$ cat config.mk
export PLATFORM = sky130hd
export DESIGN_NAME = trail_trace_receive_path
export DESIGN_NICKNAME = d
export VERILOG_FILES = /design/src/pkg/trace_rx_pkg.sv /design/src/design/trail_trace_receive_path.sv /design/src/design/trace_store.sv
export VERILOG_INCLUDE_DIRS = /design/src /design/src/pkg
export SDC_FILE = /design/constraint.sdc
export NUM_CORES = 2
export LEC_CHECK = 0
export BUFFER_PORTS_ARGS = -buffer_cell sky130_fd_sc_hd__buf_2
export CORE_ASPECT_RATIO = 1.75
export CORE_MARGIN = 2
export CORE_UTILIZATION = 60
export DETAILED_ROUTE_END_ITERATION = 8
export HOLD_SLACK_MARGIN = 0.03
export PLACE_DENSITY = 0.88
export SLEW_MARGIN = 20
export SYNTH_ARGS = -nofsm -noshare
export SYNTH_HDL_FRONTEND = slang
export SYNTH_HIERARCHICAL = 1
export SYNTH_SLANG_ARGS = --single-unit
$ cat constraint.sdc
create_clock -name aclk -period 6.37 [get_ports aclk]
set_input_delay 0 -clock aclk [delete_from_list [all_inputs] [get_ports aclk]]
set_output_delay 0 -clock aclk [all_outputs]
set_load 0.02 [all_outputs]
$ cat src/pkg/trace_rx_consts.svh
`ifndef TRACE_RX_CONSTS_SVH
`define TRACE_RX_CONSTS_SVH

`define TRX_CTRL_OFS     8'h00
`define TRX_STAT_OFS     8'h04
`define TRX_STORE_BASE   8'h40
`define TRX_STORE_WBASE  6'h10

`define TRX_CUR_IDX      6'd0
`define TRX_ACC_IDX      6'd16
`define TRX_EXP_IDX      6'd32
`define TRX_STORE_BYTES  48

`define TRX_CTRL_INV     0
`define TRX_CTRL_ALIGN   1
`define TRX_CTRL_CMP     2
`define TRX_CTRL_REORDER 3
`define TRX_CTRL_RESET   4'h0

`define TRX_STAT_CHANGE  0
`define TRX_STAT_IDLE    1
`define TRX_STAT_UNSTAB  2
`define TRX_STAT_MISM    3
`define TRX_STAT_VALID   4
`define TRX_STAT_ALIGNED 5

`define TRX_RPT_LIMIT    3'd5
`define TRX_UNST_LIMIT   4'd8
`define TRX_LAST_BIT     3'd7
`define TRX_LAST_BYTE    4'd15

`define TRX_RESP_OKAY    2'b00
`define TRX_RESP_SLVERR  2'b10

`endif

$ cat src/pkg/trace_rx_pkg.sv
package trace_rx_pkg;

  typedef enum logic [0:0] {
    ALIGN_HUNT    = 1'b0,
    ALIGN_COLLECT = 1'b1
  } align_state_t;

  typedef enum logic [1:0] {
    RD_IDLE = 2'b00,
    RD_ADDR = 2'b01,
    RD_DATA = 2'b10,
    RD_RESP = 2'b11
  } rd_state_t;

  typedef logic [15:0][7:0] trace_id_t;

  typedef struct packed {
    logic [3:0]   ctrl;
    logic         change;
    logic         idle;
    logic         unstable;
    logic         mismatch;
    logic         acc_valid;
    logic         aligned;
    align_state_t align_st;
    logic [2:0]   bit_cnt;
    logic [6:0]   shift;
    logic [3:0]   byte_idx;
    trace_id_t    stage;
    logic [2:0]   rpt_cnt;
    logic [3:0]   unst_cnt;
    logic         aw_held;
    logic [7:0]   awaddr;
    logic         w_held;
    logic [31:0]  wdata;
    logic [3:0]   wstrb;
    logic         awready;
    logic         wready;
    logic         bvalid;
    logic [1:0]   bresp;
    rd_state_t    rd_st;
    logic [7:0]   araddr;
    logic         arready;
    logic         rvalid;
    logic [31:0]  rdata;
    logic [1:0]   rresp;
  } rx_state_t;

  typedef struct packed {
    logic [47:0][7:0] mem;
    logic [7:0]       rd_data;
  } store_state_t;

endpackage : trace_rx_pkg

$ cat src/design/trail_trace_receive_path.sv
`timescale 1ns/1ps
`include "trace_rx_consts.svh"

module trail_trace_receive_path
  import trace_rx_pkg::*;
(
  input  wire logic        aclk,
  input  wire logic        aresetn,
  input  wire logic        trace_serial_bit,
  input  wire logic        trace_bit_valid,
  input  wire logic        line_los,
  input  wire logic        line_lof,
  input  wire logic        line_ais,
  input  wire logic [7:0]  s_axi_awaddr,
  input  wire logic [2:0]  s_axi_awprot,
  input  wire logic        s_axi_awvalid,
  output logic             s_axi_awready,
  input  wire logic [31:0] s_axi_wdata,
  input  wire logic [3:0]  s_axi_wstrb,
  input  wire logic        s_axi_wvalid,
  output logic             s_axi_wready,
  output logic [1:0]       s_axi_bresp,
  output logic             s_axi_bvalid,
  input  wire logic        s_axi_bready,
  input  wire logic [7:0]  s_axi_araddr,
  input  wire logic [2:0]  s_axi_arprot,
  input  wire logic        s_axi_arvalid,
  output logic             s_axi_arready,
  output logic [31:0]      s_axi_rdata,
  output logic [1:0]       s_axi_rresp,
  output logic             s_axi_rvalid,
  input  wire logic        s_axi_rready,
  output logic             trace_change,
  output logic             trace_idle,
  output logic             trace_unstable,
  output logic             trace_mismatch
);

  rx_state_t s;
  rx_state_t next_s;

  logic       cur_we;
  logic       acc_we;
  logic       exp_we;
  logic [3:0] exp_idx;
  logic [7:0] exp_byte;
  logic [7:0] mem_rd_data;
  trace_id_t  cur_id;
  trace_id_t  acc_id;
  trace_id_t  exp_id;
  trace_id_t  new_id;

  function automatic logic [7:0] rev8(input logic [7:0] b);
    logic [7:0] r;
    for (int i = 0; i < 8; i++) begin
      r[i] = b[7 - i];
    end
    return r;
  endfunction : rev8

  // Clears the alignment bit, which sits at bit 7 or bit 0 once stored.
  function automatic trace_id_t mask_id(input trace_id_t id,
                                        input logic      reorder);
    trace_id_t m;
    m = id;
    for (int i = 0; i < 16; i++) begin
      if (reorder) begin
        m[i][0] = 1'b0;
      end else begin
        m[i][7] = 1'b0;
      end
    end
    return m;
  endfunction : mask_id

  function automatic logic is_store(input logic [7:0] addr);
    return addr[7:2] >= `TRX_STORE_WBASE;
  endfunction : is_store

  function automatic logic [5:0] store_idx(input logic [7:0] addr);
    return addr[7:2] - `TRX_STORE_WBASE;
  endfunction : store_idx

  trace_store u_store (
    .aclk     (aclk),
    .aresetn  (aresetn),
    .cur_we   (cur_we),
    .cur_data (new_id),
    .acc_we   (acc_we),
    .acc_data (new_id),
    .exp_we   (exp_we),
    .exp_idx  (exp_idx),
    .exp_byte (exp_byte),
    .rd_addr  (store_idx(s.araddr)),
    .rd_data  (mem_rd_data),
    .cur_id   (cur_id),
    .acc_id   (acc_id),
    .exp_id   (exp_id)
  );

  always_comb begin
    logic       do_write;
    logic [5:0] widx;
    logic       bit_in;
    logic       byte_done;
    logic [7:0] rx_byte;
    logic [7:0] st_byte;
    logic       place;
    logic [3:0] place_idx;
    logic       id_done;
    logic       id_zero;
    logic       id_same;
    logic       id_diff;
    logic [2:0] rpt;
    logic [3:0] unst;
    logic       reorder;
    logic       cmp_on;
    logic [7:0] stat;

    next_s    = s;
    do_write  = 1'b0;
    widx      = store_idx(s.awaddr);
    exp_we    = 1'b0;
    exp_idx   = widx[3:0];
    exp_byte  = s.wdata[7:0];
    cur_we    = 1'b0;
    acc_we    = 1'b0;
    byte_done = 1'b0;
    place     = 1'b0;
    place_idx = s.byte_idx;
    id_done   = 1'b0;
    id_same   = 1'b0;
    id_diff   = 1'b0;
    rpt       = s.rpt_cnt;
    unst      = s.unst_cnt;
    reorder   = s.ctrl[`TRX_CTRL_REORDER];
    cmp_on    = s.ctrl[`TRX_CTRL_CMP] & s.ctrl[`TRX_CTRL_ALIGN];
    bit_in    = 1'b0;
    rx_byte   = 8'h00;
    st_byte   = 8'h00;
    id_zero   = 1'b0;
    stat      = {2'b00, s.aligned, s.acc_valid, s.mismatch, s.unstable,
                 s.idle, s.change};

    // Write channel: address and data are held independently.
    if (s_axi_awvalid && s.awready) begin
      next_s.aw_held = 1'b1;
      next_s.awaddr  = s_axi_awaddr;
    end
    if (s_axi_wvalid && s.wready) begin
      next_s.w_held = 1'b1;
      next_s.wdata  = s_axi_wdata;
      next_s.wstrb  = s_axi_wstrb;
    end
    if (s.bvalid && s_axi_bready) begin
      next_s.bvalid = 1'b0;
    end
    if (s.aw_held && s.w_held && !s.bvalid) begin
      do_write       = 1'b1;
      next_s.aw_held = 1'b0;
      next_s.w_held  = 1'b0;
      next_s.bvalid  = 1'b1;
      next_s.bresp   = `TRX_RESP_OKAY;
    end
    if (do_write) begin
      if (s.awaddr[7:2] == `TRX_CTRL_OFS >> 2) begin
        if (s.wstrb[0]) begin
          next_s.ctrl = s.wdata[3:0];
        end
      end else if (s.awaddr[7:2] == `TRX_STAT_OFS >> 2) begin
        if (s.wstrb[0] && s.wdata[`TRX_STAT_CHANGE]) begin
          next_s.change = 1'b0;
        end
      end else if (is_store(s.awaddr)) begin
        exp_we = s.wstrb[0] && (widx >= `TRX_EXP_IDX);
      end else begin
        next_s.bresp = `TRX_RESP_SLVERR;
      end
    end
    next_s.awready = !next_s.aw_held && !next_s.bvalid;
    next_s.wready  = !next_s.w_held && !next_s.bvalid;

    // Read channel: every read, not only storage reads, takes one extra cycle through the memory.
    unique case (s.rd_st)
      RD_IDLE: begin
        if (s_axi_arvalid && s.arready) begin
          next_s.araddr = s_axi_araddr;
          next_s.rd_st  = RD_ADDR;
        end
      end
      RD_ADDR: begin
        next_s.rd_st = RD_DATA;
      end
      RD_DATA: begin
        next_s.rresp = `TRX_RESP_OKAY;
        next_s.rdata = 32'h0000_0000;
        if (s.araddr[7:2] == `TRX_CTRL_OFS >> 2) begin
          next_s.rdata = {28'h000_0000, s.ctrl};
        end else if (s.araddr[7:2] == `TRX_STAT_OFS >> 2) begin
          next_s.rdata = {24'h00_0000, stat};
        end else if (is_store(s.araddr)) begin
          next_s.rdata = {24'h00_0000, mem_rd_data};
        end else begin
          next_s.rresp = `TRX_RESP_SLVERR;
        end
        next_s.rvalid = 1'b1;
        next_s.rd_st  = RD_RESP;
      end
      RD_RESP: begin
        if (s_axi_rready) begin
          next_s.rvalid = 1'b0;
          next_s.rd_st  = RD_IDLE;
        end
      end
    endcase
    next_s.arready = (next_s.rd_st == RD_IDLE);

    // Line side: optional inversion, then defects force ones.
    bit_in = (line_los || line_lof || line_ais) ? 1'b1 :
             (trace_serial_bit ^ s.ctrl[`TRX_CTRL_INV]);
    rx_byte = {s.shift, bit_in};
    if (trace_bit_valid) begin
      next_s.shift = {s.shift[5:0], bit_in};
      if (s.bit_cnt == `TRX_LAST_BIT) begin
        byte_done      = 1'b1;
        next_s.bit_cnt = 3'd0;
      end else begin
        next_s.bit_cnt = s.bit_cnt + 3'd1;
      end
    end
    st_byte = reorder ? rev8(rx_byte) : rx_byte;

    if (byte_done) begin
      if (!s.ctrl[`TRX_CTRL_ALIGN]) begin
        place           = 1'b1;
        id_done         = (s.byte_idx == `TRX_LAST_BYTE);
        next_s.byte_idx = s.byte_idx + 4'd1;
        next_s.align_st = ALIGN_HUNT;
        next_s.aligned  = 1'b0;
      end else if (rx_byte[7]) begin
        // A start bit always restarts the identifier at location zero.
        place           = 1'b1;
        place_idx       = 4'd0;
        next_s.byte_idx = 4'd1;
        next_s.align_st = ALIGN_COLLECT;
        if (s.align_st == ALIGN_COLLECT) begin
          next_s.aligned = 1'b0;
        end
      end else if (s.align_st == ALIGN_COLLECT) begin
        place   = 1'b1;
        id_done = (s.byte_idx == `TRX_LAST_BYTE);
        if (id_done) begin
          next_s.byte_idx = 4'd0;
          next_s.align_st = ALIGN_HUNT;
          next_s.aligned  = 1'b1;
        end else begin
          next_s.byte_idx = s.byte_idx + 4'd1;
        end
      end
    end

    new_id = s.stage;
    if (place) begin
      new_id[place_idx] = st_byte;
    end
    next_s.stage = new_id;
    id_zero = (mask_id(new_id, reorder) == '0);

    if (id_done) begin
      cur_we  = 1'b1;
      id_same = (new_id == cur_id);
      id_diff = (new_id != cur_id) && (new_id != acc_id);
      if (!id_same) begin
        rpt = 3'd1;
      end else if (s.rpt_cnt != `TRX_RPT_LIMIT) begin
        rpt = s.rpt_cnt + 3'd1;
      end
      if (!id_diff) begin
        unst = 4'd0;
      end else if (s.unst_cnt != `TRX_UNST_LIMIT) begin
        unst = s.unst_cnt + 4'd1;
      end
      next_s.rpt_cnt  = rpt;
      next_s.unst_cnt = unst;
      if (rpt == `TRX_RPT_LIMIT && !id_zero && new_id != acc_id) begin
        acc_we           = 1'b1;
        next_s.acc_valid = 1'b1;
        next_s.change    = 1'b1;
      end
      if (rpt == `TRX_RPT_LIMIT) begin
        next_s.idle     = id_zero;
        next_s.unstable = 1'b0;
      end
      if (unst == `TRX_UNST_LIMIT) begin
        next_s.unstable = 1'b1;
        next_s.idle     = 1'b0;
      end
    end

    next_s.mismatch = cmp_on && s.acc_valid &&
      (mask_id(acc_id, reorder) != mask_id(exp_id, reorder));
  end

  always_ff @(posedge aclk) begin
    if (!aresetn) begin
      s <= '0;
    end else begin
      s <= next_s;
    end
  end

  assign s_axi_awready  = s.awready;
  assign s_axi_wready   = s.wready;
  assign s_axi_bresp    = s.bresp;
  assign s_axi_bvalid   = s.bvalid;
  assign s_axi_arready  = s.arready;
  assign s_axi_rdata    = s.rdata;
  assign s_axi_rresp    = s.rresp;
  assign s_axi_rvalid   = s.rvalid;
  assign trace_change   = s.change;
  assign trace_idle     = s.idle;
  assign trace_unstable = s.unstable;
  assign trace_mismatch = s.mismatch;

endmodule : trail_trace_receive_path

$ cat src/design/trace_store.sv
`timescale 1ns/1ps
`include "trace_rx_consts.svh"

// Identifier storage: current, accepted and expected identifiers.
module trace_store
  import trace_rx_pkg::*;
(
  input  wire logic             aclk,
  input  wire logic             aresetn,
  input  wire logic             cur_we,
  input  wire trace_id_t        cur_data,
  input  wire logic             acc_we,
  input  wire trace_id_t        acc_data,
  input  wire logic             exp_we,
  input  wire logic [3:0]       exp_idx,
  input  wire logic [7:0]       exp_byte,
  input  wire logic [5:0]       rd_addr,
  output logic      [7:0]       rd_data,
  output trace_id_t             cur_id,
  output trace_id_t             acc_id,
  output trace_id_t             exp_id
);

  store_state_t s;
  store_state_t next_s;

  always_comb begin
    next_s = s;
    for (int i = 0; i < 16; i++) begin
      if (cur_we) begin
        next_s.mem[i] = cur_data[i];
      end
      if (acc_we) begin
        next_s.mem[i + 16] = acc_data[i];
      end
    end
    if (exp_we) begin
      next_s.mem[{2'b10, exp_idx}] = exp_byte;
    end
    next_s.rd_data = (rd_addr < 6'd48) ? s.mem[rd_addr] : 8'h00;
  end

  always_ff @(posedge aclk) begin
    if (!aresetn) begin
      s <= '0;
    end else begin
      s <= next_s;
    end
  end

  assign rd_data = s.rd_data;
  assign cur_id  = s.mem[15:0];
  assign acc_id  = s.mem[31:16];
  assign exp_id  = s.mem[47:32];

endmodule : trace_store

==> metrics.yaml, run 1 <==
status: "stopped before the end"
stop_stage: "5_1_grt"
firstError: "[ERROR GRT-0116] Global routing finished with congestion. Check the congestion regions in the DRC Viewer."
synthMuxAreaShare_pct: 23.1
synth_seq_cells: 593
synth_area_leader_cell: "dfxtp_1"
floorplan.initialDensity_pct: 60.7
netlist.area_leader.share_pct: 34.9
synth.avg_cell_area_sq_um: 9.45
ioPinCount: 115
cts.sinks: 593
synth_edf_count: 0
cts_setup_buffers: 0
syn_area_sq_um: 34000
clk_path_buf_depth: 3
yosysWarnings: 6
io_buffers: 52
netlist_instances: 3602
post-dp-hpwl_mm: 138
ys_seq_area_share_pct: 34.9
cts_root_buffer: "clkbuf_16"
rows: 115
die_height_um: 319
routabilityCongestion: 1.17
synth_top_family_by_area: "multiplexers"
grt_max_degree: 127
cts_hold_buf: 67
die_x_um: 184
htreeDepth: 2
grt.overflow.total: 522
synth-simple-area-share_pct: 18.5
grt_usage_pct: 76.8
synth-compound-area-share_pct: 9.84
numCtsBuffers: 55
grt_pass1_vias: 39000
grt_pass1_wl_mm: 333
cts_resized: 0
ys_types: 97
synth_xor_xnor_area_share_pct: 7.64
synth_area_leaders: "dfxtp_1, mux2i_1, nor2b_1, mux4_2, xor2_1"
async_flop_share_pct: 0
synth_ff_type: "dfxtp_1"
synth_fa_ha_area_share_pct: 0.368
==> metal layers <==
layer / GRT usage [%] / GRT overflow
met3: 57.3 / 5
met4: 77.3 / 210
met5: 22.0 / 1
met2: 93.9 / 305
met1: 79.0 / 1
==> cell usage after synthesis (9+ instances only) <==
library cell and number:
nor3b_1 14, nor2_1 219, ha_1 10, a21oi_1 58, nand2b_1 48, nand3b_1 21, nor3_1 23, o32ai_1 9
dfxtp_1 593, xnor2_1 144, buf_2 40, o21ai_0 50, a211oi_1 18, nand2_1 136, inv_1 178, a22oi_1 15
nand4_1 78, clkbuf_1 144, nor2_2 9, xor2_1 153, and3_1 10, a31oi_1 13, mux2i_1 542, o22ai_1 76
a221oi_1 26, mux4_2 84, a2111oi_0 22, o2111ai_1 21, buf_1 21, buf_4 49, and4_1 10, or3_1 11
and2_1 11, mux2_2 43, nor2b_1 407, o221ai_1 17, o211ai_1 19, nor4_1 55, nand3_1 46
==> cells by family after synthesis <==
kind of cell / after synthesis
xor+xnor: 297
compound gates: 455
mux: 673
flops: 593
other cells: 1
buf+inv: 440
fa+ha+maj: 10
simple gates: 1133
==> per-stage QoR <==
step	setup WS, ns	hold slack (ns)	cells	instance area (sq um)	util [%]
3_3_place_gp	0.756	0.234	4339	36000	64.1
4_1_cts	0.494	0.202	4504	38500	68.7
2_1_floorplan	1.79	0.136	3626	34100	-
3_5_place_dp	0.556	0.250	4339	36000	64.1
==> run 2, diff against run 1 <==
Settings changed: CORE_ASPECT_RATIO 1.75 to default, CORE_UTILIZATION 60 to 40, HOLD_SLACK_MARGIN 0.03 to default, PLACE_DENSITY 0.88 to default, PLACE_DENSITY_LB_ADDON from default to 0.15.
==> run 2 against run 1 <==
Net effect:
- the flow now finishes without violations
- area after synthesis unchanged
- synthesized cell count unchanged
==> metrics.yaml, run 2 <==
status: "completed"
synthToLayoutAreaGrowth_pct: 16.9
crit_type: "reg -> reg"
critical_path_required_ns: 6.89
grt_pass1_vias: 28700
swShare_pct: 24.2
core_sq_um: 84000
netlist_instances: 3602  # unchanged
antenna_found_initial: 14
synth_seq_cells: 593  # unchanged
rsz0062_at_grt: "no"
internal_power_mw: 6.58
cts_root_buffer: "clkbuf_16"
ioPinCount: 115  # unchanged
regMostFlops: "s"
grt.overflow.total: 0
ys_seq_area_share_pct: 34.9  # unchanged
hold_viol_final: 0
leakage_nw: 15.2
layout_common_cells: "dfxtp_1, mux2i_1, nor2b_1"
combinationalPowerShare_pct: 4.6
slew_viol_final: 0
worst_slew_pin_slew_ns: 1.19
die_area_sq_um: 87500
clk_path_buf_depth: 3  # unchanged
yosys-top-cells-count: "dfxtp_1, mux2i_1, nor2b_1, nor2_1, inv_1"
rows: 106  # -7.8%
clock_latency_ns: 0.65
maxCapViolCount: 0
final_area_sq_um: 39800
pwr-share-clk_pct: 51.9
cts.sinks: 593  # unchanged
floorplan.initialDensity_pct: 40.5  # -20 points
r2r-start: "s[243]"
yosysMostFrequentCell: "dfxtp_1"
cts_tree: "yes"
die_x_um: 296  # +61%
routabilityCongestion: 1.05  # -10%
end_kind: "flip-flop"
worstHoldStart: "trace_serial_bit"
synth_area_leaders: "dfxtp_1, mux2i_1, nor2b_1, mux4_2, xor2_1"
viasPerCell: 6.15
synth_area_leader_cell: "dfxtp_1"
die_height_um: 296  # -7.3%
syn_area_sq_um: 34000  # unchanged
wirelength_mm: 178
avgRoutedWirePerCell_um: 35.7
netlist.area_leader.share_pct: 34.9  # unchanged
synth.avg_cell_area_sq_um: 9.45  # unchanged
setup_violations: 0
ys_types: 97  # unchanged
layout_commonest_cell: "dfxtp_1"
crit_fanout: 30
first_pass_iters: 6
drt-initial-drc-count: 4278
period_minus_slack_ns: 5.77
numCtsBuffers: 73  # +33%
hold_path.class: "in -> reg"
max_slew_margin_pct: 20.5
vias: 30700
htreeDepth: 3  # +1
synth_ff_type: "dfxtp_1"
yosysWarnings: 6  # unchanged
nets: 3873
p_seq_share_pct: 43.5
setup-tns-final_ns: 0
cp-startpoint: "s[243]"
clock_skew_ns: 0.0383
max_freq_ghz: 0.173
timing.final.crit_share_pct: 90.6
worst_ep_arrival_time_ns: 6.29
cts.clk_slew.worst_paths_ns: 0.06
grt_usage_pct: 40.0
io_buffers: 52  # unchanged
drc: 0
postRouteAntennaNets: 0
peakVddDrop_uv: 188
synth_edf_count: 0  # unchanged
place_area_sq_um: 36600  # +1.7%
drive_above_1_share_pct: 15.4
p_per_area_nw_per_um2: 218
cp-start-kind: "flip-flop"
largest_reg_flops: 173
grt_pass1_wl_mm: 241
async_flop_share_pct: 0  # unchanged
grt_max_degree: 221
p_switching_mw: 2.10
post-dp-hpwl_mm: 138  # -0.41%
## run 2: cell type report
type | count | area, sq um
tap | 1134 | 1420
clock inverter | 29 | 404
clock buffer | 103 | 2150
sequential | 593 | 11900
inverter | 180 | 688
multi-input combinational | 2593 | 20400
timing repair buffer | 352 | 2840
antenna | 5 | 12.5
fill | 8215 | 44100
## run 2: cell families after synthesis
| logic type | after synthesis | synth area share, % |
|---|---|---|
| flip-flops | 593 | 34.9 |
| other | 1 | 0.0110 |
| XOR/XNOR | 297 | 7.64 |
| buffers and inverters | 440 | 5.63 |
| multiplexers | 673 | 23.1 |
| adder cells (fa/ha/maj) | 10 | 0.368 |
| AO/OA/AOI/OAI | 455 | 9.84 |
| AND/OR/NAND/NOR | 1133 | 18.5 |
## run 2: per-stage QoR
| stage | power [mW] | util, % | setup slack, ns | hold WS [ns] | instances |
|---|---|---|---|---|---|
| 2_1_floorplan | 4.11 | - | 1.79 | 0.136 | 3626 |
| 3_3_place_gp | 4.22 | 43.6 | 0.775 | 0.242 | 4786 |
| 3_5_place_dp | 4.22 | 43.6 | 0.883 | 0.247 | 4786 |
| 4_1_cts | 8.71 | 47.4 | 0.848 | 0.143 | 4984 |
| 5_1_grt | 8.89 | 47.4 | 0.481 | 0.134 | 4984 |
| 6_report | 8.69 | 47.4 | 0.597 | 0.140 | 4989 |
## run 2: routing by layer
metal,up-vias,track usage [%],routed length [um],part of all wire (%)
li1,13200,-,-,-
met1,15100,55.0,75100,42
met2,1946,56.7,71800,40
met3,448,10.2,19200,11
met4,10,22.3,11800,6.6
met5,-,0,62,0.035
## run 2: power by group through the flow
stage	clock network, mW	logic [mW]	registers [mW]
2_1_floorplan	0	0.282	3.83
3_3_place_gp	0	0.354	3.86
3_5_place_dp	0	0.354	3.86
4_1_cts	4.55	0.386	3.78
5_1_grt	4.69	0.415	3.78
6_report	4.51	0.397	3.78
## run 2: repair_timing
item | 4_1_cts | 5_1_grt
buffers inserted | 0 | 0
endpoints found under the hold margin | 134 | 0
resized for setup | 0 | 0
hold buffers | 66 | 0
## run 2: worst max-delay path: stages (launching register included)
cell       delay, ns
dfxtp_1         0.34
ha_1            0.16
ha_1            0.28
buf_4           0.20
and4bb_1        0.39
a31o_1          0.65
buf_4           0.28
mux2i_2         0.40
nand4b_1        0.32
nor4b_1         0.69
buf_4           0.26
o2111ai_1       0.12
buf_4           0.17
nor4_1          0.26
buf_4           0.22
a41oi_1         0.06
and4_4          0.31
buf_12          0.22
mux2i_1         0.20
nor2b_1         0.07
## run 2: final timing paths
kind	depth (start not counted)	end	slack [ns]
setup / recovery	19	u_store/acc_id[20]	0.60
hold / removal	3	s[236]	0.14
setup reg to reg	19	u_store/acc_id[20]	0.60
hold reg to reg	2	s_axi_rdata[6]	0.45
Note: power is estimated with default switching activity, not from simulation.
